### config.mk
export PLATFORM = sky130hd
export DESIGN_NAME = usp_top
export DESIGN_NICKNAME = d
export VERILOG_FILES = /design/src/usp_pkg.sv /design/src/usp_ir_if.sv /design/src/usp_ir_codec.sv /design/src/usp_top.sv
export SDC_FILE = /design/constraint.sdc
export NUM_CORES = 1
export LEC_CHECK = 0
export BUFFER_PORTS_ARGS = -buffer_cell sky130_fd_sc_hd__buf_4
export CORE_MARGIN = 2
export CORE_UTILIZATION = 40
export DETAILED_ROUTE_END_ITERATION = 8
export PLACE_DENSITY_LB_ADDON = 0.3
export SLEW_MARGIN = 20
export SYNTH_ARGS = -nofsm -noshare
export SYNTH_HDL_FRONTEND = slang
export SYNTH_HIERARCHICAL = 1
export SYNTH_SLANG_ARGS = --single-unit
### constraint.sdc
create_clock -name i_clk -period 2.3 [get_ports i_clk]
set_clock_uncertainty 0.15 [all_clocks]
set_input_delay 0.115 -clock i_clk [delete_from_list [all_inputs] [get_ports i_clk]]
set_output_delay 0.115 -clock i_clk [all_outputs]
set_load 0.02 [all_outputs]
### src/usp_pkg.sv
// Summary of operation
// RL1 - ring input rising edge flags modem-status interrupt
// RL2 - control rts bit set drives rts low
// RL3 - rts output high after reset
// RL4 - rts affects data flow only in auto mode
// RL5 - control bit 6 selects infrared or modem
// RL6 - modem side holds receive line high idle
// RL7 - infrared receive line idles low, no data
// RL8 - modem transmit line high when idle/disabled
// RL9 - infrared transmit line low when not sending
// RL10 - loop-back ignores pin, feeds transmit to receiver
// RL11 - reset clears registers, disables transmit and receive (code resets ctrl to 8'h03, transmit and receive enabled)
// RL12 - infrared zero bit is short high pulse
package usp_pkg;
  // timing
  localparam int       CLK_HZ          = 50_000_000;
  localparam int       BAUD_HZ         = 115_200;
  localparam int       CW              = 9;
  localparam int       BIT_CYCLES_I    = CLK_HZ / BAUD_HZ;
  localparam logic [8:0] BIT_LAST      = 9'(BIT_CYCLES_I - 1);
  localparam logic [8:0] HALF_LAST     = 9'(BIT_CYCLES_I / 2 - 1);
  localparam logic [8:0] IR_PULSE      = 9'(BIT_CYCLES_I * 3 / 16);
  localparam logic [8:0] IR_STRETCH    = 9'(BIT_CYCLES_I * 3 / 4);
  // register byte offsets
  localparam logic [4:0] OFS_MCR       = 5'h00;
  localparam logic [4:0] OFS_EFR       = 5'h04;
  localparam logic [4:0] OFS_CTRL      = 5'h08;
  localparam logic [4:0] OFS_STS       = 5'h0c;
  localparam logic [4:0] OFS_MASK      = 5'h10;
  localparam logic [4:0] OFS_LINE      = 5'h14;
  localparam logic [4:0] OFS_DATA      = 5'h18;
  // field positions
  localparam int       MCR_RTS         = 1;
  localparam int       MCR_LOOP        = 4;
  localparam int       MCR_IR          = 6;
  localparam int       EFR_AUTO_RTS    = 6;
  localparam int       CTRL_TX_EN      = 0;
  localparam int       CTRL_RX_EN      = 1;
  localparam int       ST_RING         = 0;
  localparam int       ST_RX           = 1;
  localparam int       ST_TXE          = 2;
  localparam int       ST_OVR          = 3;
  // reset values
  localparam logic [7:0] MCR_RST       = 8'h00;
  localparam logic [7:0] EFR_RST       = 8'h00;
  localparam logic [7:0] CTRL_RST      = 8'h03;
  localparam logic [3:0] MASK_RST      = 4'h0;
  typedef enum logic [1:0] {
    USP_IDLE  = 2'b00,
    USP_START = 2'b01,
    USP_DATA  = 2'b11,
    USP_STOP  = 2'b10
  } usp_state_t;
endpackage

### src/usp_ir_if.sv
`timescale 1ns/1ns
interface usp_ir_if;
  logic       tx_active;
  logic       tx_bit;
  logic [8:0] bit_phase;
  logic       enc_out;
  logic       ir_in;
  logic       dec_out;
  modport codec (input tx_active, tx_bit, bit_phase, ir_in, output enc_out, dec_out);
  modport core  (output tx_active, tx_bit, bit_phase, ir_in, input enc_out, dec_out);
endinterface

### src/usp_ir_codec.sv
`timescale 1ns/1ns
module usp_ir_codec (
  input wire logic i_clk,
  input wire logic i_resetn,
  usp_ir_if.codec  ir
);
  import usp_pkg::*;
  localparam int PULSE_DLY = int'(IR_PULSE);
  logic [8:0] stretch;
  logic       ir_in_q;

  // short high pulse at the start of each zero bit, low otherwise
  assign ir.enc_out = ir.tx_active && !ir.tx_bit && (ir.bit_phase < IR_PULSE); // RL12 RL9

  // pulse edge restarts a stretch covering most of the bit
  always_ff @(posedge i_clk or negedge i_resetn) begin
    if (!i_resetn) begin
      stretch <= 9'h000;
      ir_in_q <= 1'b0;
    end else begin
      ir_in_q <= ir.ir_in;
      if (ir.ir_in && !ir_in_q) begin
        stretch <= IR_STRETCH; // RL12
      end else if (stretch != 9'h000) begin
        stretch <= stretch - 9'h001;
      end
    end
  end

  // low pin with no recent pulse decodes as mark
  assign ir.dec_out = !(ir.ir_in || (stretch != 9'h000)); // RL7 RL12

  AST_IR_PULSE_END: assert property (@(posedge i_clk) disable iff (!i_resetn) // RL12
    $rose(ir.enc_out) |-> ##PULSE_DLY !ir.enc_out)
    else $error("infrared pulse too long");
  AST_IR_DEC_ZERO: assert property (@(posedge i_clk) disable iff (!i_resetn) // RL12
    $rose(ir.ir_in) |-> (!ir.dec_out) [*8])
    else $error("infrared pulse not decoded as zero");
endmodule

### src/usp_top.sv
`timescale 1ns/1ns
module usp_top (
  input  wire logic        i_clk,
  input  wire logic        i_resetn,
  input  wire logic [4:0]  i_address,
  input  wire logic        i_read,
  input  wire logic        i_write,
  input  wire logic [31:0] i_writedata,
  input  wire logic [3:0]  i_byteenable,
  output logic      [31:0] o_readdata,
  output logic             o_waitrequest,
  output logic             o_irq,
  input  wire logic        i_ring_indicate_n,
  input  wire logic        i_serial_in_or_infrared_in,
  output logic             o_serial_out_or_infrared_out,
  output logic             o_request_to_send_n
);
  import usp_pkg::*;

  logic       ack;
  logic       wr_fire;
  logic       rd_fire;
  logic [7:0] modem_control_reg;
  logic [7:0] enhanced_feature_reg;
  logic [7:0] ctrl;
  logic [3:0] mask;
  logic [3:0] sts;
  logic [3:0] sts_set;
  logic       ring_q;
  logic       ir_sel;
  logic       loop_en;
  logic       auto_rts;
  logic       tx_en;
  logic       rx_en;
  logic [7:0] tx_hold;
  logic       tx_hold_valid;
  logic       tx_load;
  usp_state_t tx_state;
  logic [7:0] tx_shift;
  logic [8:0] tx_cnt;
  logic [2:0] tx_idx;
  logic       tx_line;
  usp_state_t rx_state;
  logic [8:0] rx_cnt;
  logic [2:0] rx_idx;
  logic [7:0] rx_shift;
  logic [7:0] rx_data;
  logic       rx_full;
  logic       rx_done;
  logic       rx_line;
  logic       next_pin;
  logic [7:0] next_rdata;

  usp_ir_if ir ();

  usp_ir_codec u_codec (
    .i_clk    (i_clk),
    .i_resetn (i_resetn),
    .ir       (ir.codec)
  );

  // mode decode
  assign ir_sel   = modem_control_reg[MCR_IR]; // RL5
  assign loop_en  = modem_control_reg[MCR_LOOP];
  assign auto_rts = enhanced_feature_reg[EFR_AUTO_RTS];
  assign tx_en    = ctrl[CTRL_TX_EN];
  assign rx_en    = ctrl[CTRL_RX_EN];

  // bus handshake: one wait cycle on every access
  assign o_waitrequest = (i_read || i_write) && !ack;
  assign wr_fire       = i_write && ack && i_byteenable[0];
  assign rd_fire       = i_read && ack;

  always_ff @(posedge i_clk or negedge i_resetn) begin
    if (!i_resetn) begin
      ack <= 1'b0;
    end else begin
      ack <= (i_read || i_write) && !ack;
    end
  end

  // read data captured in the wait cycle
  always_comb begin
    next_rdata = 8'h00;
    case (i_address)
      OFS_MCR:  next_rdata = modem_control_reg;
      OFS_EFR:  next_rdata = enhanced_feature_reg;
      OFS_CTRL: next_rdata = ctrl;
      OFS_STS:  next_rdata = {4'h0, sts};
      OFS_MASK: next_rdata = {4'h0, mask};
      OFS_LINE: next_rdata = {2'b00, rx_full, tx_hold_valid, (tx_state != USP_IDLE),
                              i_ring_indicate_n, rx_line, o_serial_out_or_infrared_out};
      OFS_DATA: next_rdata = rx_data;
      default:  next_rdata = 8'h00;
    endcase
  end

  always_ff @(posedge i_clk or negedge i_resetn) begin
    if (!i_resetn) begin
      o_readdata <= 32'h0000_0000;
    end else if (i_read && !ack) begin
      o_readdata <= {24'h00_0000, next_rdata};
    end
  end

  // control registers
  always_ff @(posedge i_clk or negedge i_resetn) begin
    if (!i_resetn) begin
      modem_control_reg    <= MCR_RST; // RL11
      enhanced_feature_reg <= EFR_RST;
      ctrl                 <= CTRL_RST;
      mask                 <= MASK_RST;
    end else if (wr_fire) begin
      case (i_address)
        OFS_MCR:  modem_control_reg    <= i_writedata[7:0];
        OFS_EFR:  enhanced_feature_reg <= i_writedata[7:0];
        OFS_CTRL: ctrl                 <= i_writedata[7:0];
        OFS_MASK: mask                 <= i_writedata[3:0];
        default:  ;
      endcase
    end
  end

  // ring pin history for edge detect
  always_ff @(posedge i_clk or negedge i_resetn) begin
    if (!i_resetn) begin
      ring_q <= 1'b1;
    end else begin
      ring_q <= i_ring_indicate_n;
    end
  end

  // event sources
  always_comb begin
    sts_set          = 4'h0;
    sts_set[ST_RING] = i_ring_indicate_n && !ring_q; // RL1
    sts_set[ST_RX]   = rx_done;
    sts_set[ST_TXE]  = tx_load;
    sts_set[ST_OVR]  = rx_done && rx_full && !(rd_fire && i_address == OFS_DATA);
  end

  // sticky status, write one to clear, set wins
  always_ff @(posedge i_clk or negedge i_resetn) begin
    if (!i_resetn) begin
      sts <= 4'h0;
    end else if (wr_fire && i_address == OFS_STS) begin
      sts <= (sts & ~i_writedata[3:0]) | sts_set;
    end else begin
      sts <= sts | sts_set;
    end
  end

  assign o_irq = |(sts & mask);

  // transmit holding byte
  always_ff @(posedge i_clk or negedge i_resetn) begin
    if (!i_resetn) begin
      tx_hold       <= 8'h00;
      tx_hold_valid <= 1'b0;
    end else if (wr_fire && i_address == OFS_DATA && !tx_hold_valid) begin
      tx_hold       <= i_writedata[7:0];
      tx_hold_valid <= 1'b1;
    end else if (tx_load) begin
      tx_hold_valid <= 1'b0;
    end
  end

  assign tx_load = (tx_state == USP_IDLE) && tx_hold_valid && tx_en;

  // transmit shifter, 8 data bits, one stop bit
  always_ff @(posedge i_clk or negedge i_resetn) begin
    if (!i_resetn) begin
      tx_state <= USP_IDLE;
      tx_shift <= 8'h00;
      tx_cnt   <= 9'h000;
      tx_idx   <= 3'h0;
      tx_line  <= 1'b1; // RL8 RL11
    end else if (!tx_en) begin
      tx_state <= USP_IDLE;
      tx_cnt   <= 9'h000;
      tx_line  <= 1'b1; // RL8
    end else begin
      case (tx_state)
        USP_IDLE: begin
          tx_cnt  <= 9'h000;
          tx_line <= 1'b1;
          if (tx_load) begin
            tx_shift <= tx_hold;
            tx_state <= USP_START;
            tx_line  <= 1'b0;
          end
        end
        USP_START: begin
          tx_cnt <= tx_cnt + 9'h001;
          if (tx_cnt == BIT_LAST) begin
            tx_cnt   <= 9'h000;
            tx_idx   <= 3'h0;
            tx_line  <= tx_shift[0];
            tx_state <= USP_DATA;
          end
        end
        USP_DATA: begin
          tx_cnt <= tx_cnt + 9'h001;
          if (tx_cnt == BIT_LAST) begin
            tx_cnt <= 9'h000;
            if (tx_idx == 3'h7) begin
              tx_line  <= 1'b1;
              tx_state <= USP_STOP;
            end else begin
              tx_idx  <= tx_idx + 3'h1;
              tx_line <= tx_shift[tx_idx + 3'h1];
            end
          end
        end
        USP_STOP: begin
          tx_cnt <= tx_cnt + 9'h001;
          if (tx_cnt == BIT_LAST) begin
            tx_cnt   <= 9'h000;
            tx_state <= USP_IDLE;
          end
        end
        default: tx_state <= USP_IDLE;
      endcase
    end
  end

  // encoder and decoder inputs
  assign ir.tx_active = (tx_state != USP_IDLE);
  assign ir.tx_bit    = tx_line;
  assign ir.bit_phase = tx_cnt;
  assign ir.ir_in     = ir_sel && !loop_en && i_serial_in_or_infrared_in;

  // pin shows idle level in loop-back, modem 1, infrared 0
  always_comb begin
    if (loop_en) begin
      next_pin = !ir_sel; // RL10
    end else if (ir_sel) begin
      next_pin = ir.enc_out; // RL9 RL12
    end else begin
      next_pin = tx_line; // RL8
    end
  end

  always_ff @(posedge i_clk or negedge i_resetn) begin
    if (!i_resetn) begin
      o_serial_out_or_infrared_out <= 1'b1; // RL8 RL11
    end else begin
      o_serial_out_or_infrared_out <= next_pin;
    end
  end

  // receiver source: loop-back, decoder, or plain pin
  assign rx_line = loop_en ? tx_line : // RL10
                   ir_sel  ? ir.dec_out : i_serial_in_or_infrared_in; // RL6 RL7

  // receive shifter, samples mid-bit
  always_ff @(posedge i_clk or negedge i_resetn) begin
    if (!i_resetn) begin
      rx_state <= USP_IDLE; // RL11
      rx_cnt   <= 9'h000;
      rx_idx   <= 3'h0;
      rx_shift <= 8'h00;
      rx_done  <= 1'b0;
    end else begin
      rx_done <= 1'b0;
      if (!rx_en) begin
        rx_state <= USP_IDLE;
        rx_cnt   <= 9'h000;
      end else begin
        case (rx_state)
          USP_IDLE: begin
            rx_cnt <= 9'h000;
            if (!rx_line) begin
              rx_state <= USP_START;
            end
          end
          USP_START: begin
            rx_cnt <= rx_cnt + 9'h001;
            if (rx_cnt == HALF_LAST) begin
              rx_cnt   <= 9'h000;
              rx_idx   <= 3'h0;
              rx_state <= rx_line ? USP_IDLE : USP_DATA;
            end
          end
          USP_DATA: begin
            rx_cnt <= rx_cnt + 9'h001;
            if (rx_cnt == BIT_LAST) begin
              rx_cnt           <= 9'h000;
              rx_shift[rx_idx] <= rx_line;
              rx_idx           <= rx_idx + 3'h1;
              if (rx_idx == 3'h7) begin
                rx_state <= USP_STOP;
              end
            end
          end
          USP_STOP: begin
            rx_cnt <= rx_cnt + 9'h001;
            if (rx_cnt == BIT_LAST) begin
              rx_cnt   <= 9'h000;
              rx_done  <= rx_line;
              rx_state <= USP_IDLE;
            end
          end
          default: rx_state <= USP_IDLE;
        endcase
      end
    end
  end

  // receive holding byte, new byte wins over read clear
  always_ff @(posedge i_clk or negedge i_resetn) begin
    if (!i_resetn) begin
      rx_data <= 8'h00;
      rx_full <= 1'b0;
    end else if (rx_done) begin
      rx_data <= rx_shift;
      rx_full <= 1'b1;
    end else if (rd_fire && i_address == OFS_DATA) begin
      rx_full <= 1'b0;
    end
  end

  // rts manual unless auto flow control throttles on full buffer
  always_ff @(posedge i_clk or negedge i_resetn) begin
    if (!i_resetn) begin
      o_request_to_send_n <= 1'b1; // RL3 RL11
    end else if (auto_rts) begin
      o_request_to_send_n <= !(modem_control_reg[MCR_RTS] && !rx_full); // RL4
    end else begin
      o_request_to_send_n <= !modem_control_reg[MCR_RTS]; // RL2 RL4
    end
  end

  AST_RING_EVENT: assert property (@(posedge i_clk) disable iff (!i_resetn) // RL1
    (i_ring_indicate_n && !ring_q) |=> sts[ST_RING])
    else $error("ring edge not flagged");
  AST_RING_IRQ: assert property (@(posedge i_clk) disable iff (!i_resetn) // RL1
    (i_ring_indicate_n && !ring_q && mask[ST_RING]) |=> o_irq)
    else $error("unmasked ring event gave no interrupt");
  AST_RTS_MANUAL: assert property (@(posedge i_clk) disable iff (!i_resetn) // RL2
    (!auto_rts && modem_control_reg[MCR_RTS]) |=> !o_request_to_send_n)
    else $error("rts not asserted by control bit");
  AST_RTS_AUTO: assert property (@(posedge i_clk) disable iff (!i_resetn) // RL4
    (auto_rts && rx_full) |=> o_request_to_send_n)
    else $error("auto rts not released on full buffer");
  AST_RTS_RESET: assert property (@(posedge i_clk) disable iff (!i_resetn) // RL3
    $rose(i_resetn) |-> o_request_to_send_n)
    else $error("rts low after reset");
  AST_TX_IDLE_MODEM: assert property (@(posedge i_clk) disable iff (!i_resetn) // RL8
    (!ir_sel && (tx_state == USP_IDLE) && !tx_load) |=> o_serial_out_or_infrared_out)
    else $error("modem transmit line not high while idle");
  AST_TX_IDLE_IR: assert property (@(posedge i_clk) disable iff (!i_resetn) // RL9
    (ir_sel && (tx_state == USP_IDLE)) |=> !o_serial_out_or_infrared_out)
    else $error("infrared transmit line not low while idle");
  AST_LOOP_ROUTE: assert property (@(posedge i_clk) disable iff (!i_resetn) // RL10
    (loop_en && $stable(loop_en) && tx_state == USP_START) |-> !rx_line)
    else $error("loop-back start bit not seen by receiver");
  AST_BUS_WAIT: assert property (@(posedge i_clk) disable iff (!i_resetn)
    ((i_read || i_write) && o_waitrequest) |=> !o_waitrequest)
    else $error("bus wait longer than one cycle");
endmodule

==> summary.txt, run 1 <==
Status -> finished, final reports clean
Critical path class -> reg2reg
Total iterations of the first detailed-routing run -> 5
Post-synthesis async set-or-reset flop share -> 100%
Worst hold slack -> 0.0650 ns
Initial core utilization -> 40.5%
CP startpoint kind -> register
Drt total wl -> 12.7 mm
Die area -> 0.0156 sq mm
Flop-to-flop setup slack -> 0.09 ns
Layout cells sized above 1 -> 31.1%
HP Class -> in2async
P&R area growth vs syn -> 20.4%
Initial drt markers -> 227
Final min period -> 2.21 ns
Req. time, crit path -> 2.45 ns
Drt drc -> 0
#FFs+latches synth -> 118
DIE WIDTH -> 125 um
Cell Chain, Critical Path -> inv_1 -> ha_2 -> or4b_4 -> nor3_2 -> mux2_4 -> mux2_4 -> buf_4 -> mux2_2
Period utilisation layout -> 96.1%
Post-synthesis sequential area ratio -> 50.7%
Post-Syn Area -> 0.00584 sq mm
Global Route Usage Sum -> 17.0%
H-tree depth -> 4
Main synth FF type -> dfrtp_1
Tot Pwr -> 5.69 mW
Rows -> 44
Final Hold Vio Count -> 0
Most instantiated cells after synthesis -> dfrtp_1 (112), mux2_2 (70), nor2_1 (34)
Vias in the first global route -> 4104
IO Pins -> 83
Reg clk slew, reported paths -> 0.05 ns
First-pass GRT wire length -> 21.1 mm
Fin. max-slew vios -> 0
Die Ht -> 125 um
Slowest-stage cell, CP -> dfrtp_1
Most frequent cell after synthesis -> dfrtp_1
TritonCTS sink count -> 118
Hpwl dp -> 8.85 mm
Post-Syn Instances -> 500
Slew headroom -> 64.5%
Crit path max fanout -> 6
Top Family by Delay on Critical Path -> multiplexers
Initial antenna violation count -> 0
Antenna cells -> 0
Crit path top cell by count -> mux2_4
Via Count -> 4096
Mean Syn Cell Area -> 11.7 sq um
WL per Instance -> 16.8 um
GRT Residual Overflow -> 0
Crit path buf inv count -> 2
Top-area cell type share of the netlist area -> 48.0%
Final ANT Viol Nets -> 0
Crit path largest cell delay -> 0.40 ns
Cell variety after synth -> 72
Drt via density -> 5.41
WP data arrival -> 2.36 ns
Core area -> 0.0144 sq mm
Post-Layout Cell Count -> 757
Root buf cell -> clkbuf_16
Lkg Pwr -> 3.17 nW
CTS tree -> done
Slew @ Worst Pin -> 0.531 ns
Fin nets -> 617
Synth warn -> 6
PwrDens -> 809 mW/mm^2
VDD IR-drop max -> 482 uV
I/O Buffers -> 31
Clk Latency, worst-skew pair -> 0.42 ns
Area leader, netlist -> dfrtp_1
Final Setup Violations -> 0
Placer Congestion -> 0.807
Num CTS Buffers -> 17
Placed Cells -> 707
Clk buf depth -> 2
Worst Setup End Kind -> register
Top cells by area, synth -> dfrtp_1 (48%), mux2_2 (13%), buf_4 (3.1%)
EDFF count, synth -> 0
Maxcap violations -> 0
Fmax -> 452 MHz
Largest net degree at the start of global routing -> 40
final timing paths:
path / start / endpoint / depth (start not counted)
worst min-delay path: i_resetn / tx_idx[1] / 2
worst min register to register: modem_control_reg[1] / o_request_to_send_n / 1
min in group i_clk: i_byteenable[0] / sts[1] / 5
max in group asynchronous: i_resetn / o_serial_out_or_infrared_out / 3
worst max-delay path: u_codec/stretch[0] / rx_shift[1] / 8
worst max register to register: u_codec/stretch[0] / rx_shift[1] / 8
where the power goes:
group / leakage (nW) / total (mW) / internal, mW / switching [mW]
Sequential: 1.57 / 2.40 / 2.25 / 0.151
Clock: 0.273 / 2.58 / 1.60 / 0.980
Combinational: 1.33 / 0.709 / 0.325 / 0.384
Total: 3.17 / 5.69 / 4.18 / 1.51
layout make-up:
class / count / area [sq um]
clock buffer: 18 / 429
clock inverter: 14 / 153
fill: 1316 / 7390
inverter: 15 / 56.3
multi-input combinational: 345 / 2690
sequential: 118 / 2960
tap: 184 / 230
timing repair buffer: 63 / 510
per-layer routing:
layer	GRT usage [%]	routed length, um	up-vias
met4	7.19	269	0
li1	-	-	1911
met1	23.1	5910	2064
met2	26.4	6010	100
met3	3.87	498	21
met5	0	0	-
per-stage QoR:
step | utilization (%) | setup TNS (ns) | setup slack (ns) | area (sq um)
after floorplan | - | 0 | 0.114 | 5960
after global placement | 43.2 | 0 | 0.127 | 6240
after detailed placement | 43.2 | 0 | 0.0802 | 6240
after CTS | 48.3 | 0 | 0.0677 | 6970
after global routing | 48.8 | -0.0224 | -0.0224 | 7030
final | 48.8 | 0 | 0.0897 | 7030
cell usage in the layout (no fill, tap or decap), types with 4 or more instances in the layout:
| master | count |
|---|---|
| nand4b_1 | 4 |
| ha_1 | 9 |
| clkinvlp_4 | 4 |
| conb_1 | 24 |
| and3_1 | 8 |
| xnor2_1 | 7 |
| nor2_1 | 34 |
| a21oi_1 | 6 |
| a221oi_1 | 4 |
| dfrtp_1 | 112 |
| a21o_1 | 5 |
| nand4_1 | 8 |
| o21ai_0 | 19 |
| mux2i_1 | 6 |
| nand2_1 | 22 |
| xor2_1 | 6 |
| o211ai_1 | 4 |
| a32o_1 | 5 |
| dlygate4sd3_1 | 15 |
| nand2b_1 | 4 |
| a22o_1 | 5 |
| a22oi_1 | 4 |
| dfstp_2 | 6 |
| inv_1 | 15 |
| clkbuf_16 | 17 |
| nand3_1 | 19 |
| buf_4 | 48 |
| mux2_2 | 69 |
what timing repair did:
item                                   CTS  global route
hold buffers                            15             0
endpoints found under the hold margin  135             0
gates resized for setup                  0             7
setup endpoints to repair                0             8
setup buffers                            0             2
cell families (layout without fill, tap and decap cells):
group                    after synthesis  after routing  share of synthesized area, %
multiplexers                          80             81                          15.7
flip-flops                           118            118                          50.7
buffers and inverters                 61            110                          5.68
AO/OA/AOI/OAI                         76             76                          9.64
AND/OR/NAND/NOR                      141            141                          14.1
other                                  1             24                        0.0642
XOR/XNOR                              13             13                          1.95
adder cells (fa/ha/maj)               10             10                          2.14
Power figures use the tool's default switching activity.
==> inputs of run 2 (changes only) <==
--- a/config.mk
+++ b/config.mk
@@ -10,6 +10,7 @@
 export CORE_UTILIZATION = 40
 export DETAILED_ROUTE_END_ITERATION = 8
 export PLACE_DENSITY_LB_ADDON = 0.3
+export RECOVER_POWER = 50
 export SLEW_MARGIN = 20
 export SYNTH_ARGS = -nofsm -noshare
 export SYNTH_HDL_FRONTEND = slang
==> summary.txt, run 2 (synthesized netlist as in run 1, its figures left out) <==
Fin. max-slew vios -> 0
Fin nets -> 617
Crit path largest cell delay -> 0.40 ns
VDD IR-drop max -> 481 uV
Cell Chain, Critical Path -> inv_1 -> ha_2 -> or4b_4 -> nor3_2 -> mux2_4 -> mux2_4 -> buf_4 -> mux2_2
Root buf cell -> clkbuf_16
Largest net degree at the start of global routing -> 40
Die area -> 0.0156 sq mm
Internal Power -> 4.17 mW
Crit path top cell by count -> mux2_4
CP startpoint kind -> register
Initial core utilization -> 40.5%
Maxcap violations -> 0
Clk Latency, worst-skew pair -> 0.42 ns
Clock power share -> 45.4%
Via Count -> 4088
Critical R2R Launch -> u_codec/stretch[0]
Req. time, crit path -> 2.45 ns
Num CTS Buffers -> 17
WL per Instance -> 16.8 um
IO Pins -> 83
Slowest-stage cell, CP -> dfrtp_1
Register-to-Register Path Depth -> 8
Seq pwr share -> 42.3%
Crit path launch -> u_codec/stretch[0]
Crit path max fanout -> 6
CTS tree -> done
Antenna cells -> 0
Crit path buf inv count -> 2
Core area -> 0.0144 sq mm
Drt via density -> 5.40
Rows -> 44
TritonCTS sink count -> 118
Top Family by Delay on Critical Path -> multiplexers
Hpwl dp -> 8.85 mm
WP data arrival -> 2.36 ns
Layout cells sized above 1 -> 30.2%
Placer Congestion -> 0.807
Placed cell area -> 0.00624 sq mm
Vias in the first global route -> 4104
Final ANT Viol Nets -> 0
Fin area -> 0.00700 sq mm
GRT Residual Overflow -> 0
DIE WIDTH -> 125 um
Drt drc -> 0
Period utilisation layout -> 96.1%
Sw Share -> 26.6%
CP Capture Point -> rx_shift[1]
Clk buf depth -> 2
PwrDens -> 811 mW/mm^2
Critical path depth in cells -> 8
Status -> finished, final reports clean
Final min period -> 2.21 ns
P&R area growth vs syn -> 19.9%
Slew @ Worst Pin -> 0.964 ns
Reg2reg end -> rx_shift[1]
Slew headroom -> 35.7%
Most common cell after layout, fill and taps aside -> dfrtp_1
NetSw -> 1.51 mW
Flop-to-flop setup slack -> 0.09 ns
I/O Buffers -> 31
First-pass GRT wire length -> 21.1 mm
Initial antenna violation count -> 0
H-tree depth -> 4
Worst hold slack -> 0.116 ns
Initial drt markers -> 227
Final Hold Vio Count -> 0
Die Ht -> 125 um
Critical path class -> reg2reg
Gate power share -> 12.4%
HP Class -> in2reg
Global Route Usage Sum -> 17.0%
Lkg Pwr -> 3.15 nW
Worst Setup End Kind -> register
Commonest cells after routing, fill and taps aside -> dfrtp_1 (112), mux2_2 (69), buf_4 (39)
Drt total wl -> 12.7 mm
Reg clk slew, reported paths -> 0.05 ns
Final Setup Violations -> 0
Fmax -> 452 MHz
Total iterations of the first detailed-routing run -> 5
==> run 2: changes by cell type in the layout (fill, tap and decap cells not counted) <==
cell	delta
buf_4	-9
clkbuf_2	+4
clkbuf_1	+5
==> run 2: worst min-delay path by stage <==
stage,startpoint,end,slack (ns),depth (start not counted)
2_1_floorplan,i_resetn,ack,-0.33,0
3_3_place_gp,i_resetn,tx_idx[0],-0.04,1
3_5_place_dp,i_resetn,tx_idx[0],-0.04,1
4_1_cts,i_resetn,tx_shift[7],0.08,2
5_1_grt,i_byteenable[0],sts[1],0.15,5
6_report,i_byteenable[0],sts[1],0.12,5
==> run 2: metrics by stage <==
step | TNS [ns] | utilization [%] | power, mW | cells | worst slack, ns
global route | -0.0224 | 48.6 | 5.95 | 757 | -0.0224
finish | 0 | 48.6 | 5.68 | 757 | 0.0899
CTS | 0 | 48.3 | 5.73 | 754 | 0.0677
floorplan | 0 | - | 2.90 | 523 | 0.114
global placement | 0 | 43.2 | 3.08 | 707 | 0.127
detailed placement | 0 | 43.2 | 3.11 | 707 | 0.0802
==> run 2: area by class of cell <==
| type | count | area (sq um) |
|---|---|---|
| fill | 1324 | 7420 |
| sequential | 118 | 2960 |
| multi-input combinational | 345 | 2690 |
| timing repair buffer | 63 | 482 |
| clock buffer | 18 | 429 |
| tap | 184 | 230 |
| clock inverter | 14 | 153 |
| inverter | 15 | 56.3 |
==> run 2: what timing repair did <==
action	4_1_cts	5_1_grt
hold buffers	15	0
resized for setup	0	7
buffers inserted	0	2
hold endpoints to repair	135	0
setup endpoints to repair	0	8
==> run 2: power by group through the flow <==
stage	clock [mW]	combinational (mW)	sequential, mW
6_report	2.58	0.704	2.40
2_1_floorplan	0	0.507	2.40
5_1_grt	2.73	0.790	2.43
3_3_place_gp	0	0.655	2.42
3_5_place_dp	0	0.677	2.43
4_1_cts	2.63	0.700	2.40
==> run 2: layer usage <==
layer | vias to the layer above | GRT usage, % | share of wire [%]
li1 | 1912 | - | -
met1 | 2046 | 23.1 | 47
met2 | 109 | 26.4 | 47
met3 | 21 | 3.87 | 4.1
met4 | 0 | 7.19 | 2.2
met5 | - | 0 | 0
==> run 2: worst min-delay path, cell delays in order <==
cell and delay, ns:
buf_4 0.11, nand3_1 0.16, nor3_2 0.10, nand2_1 0.06
a21o_1 0.10
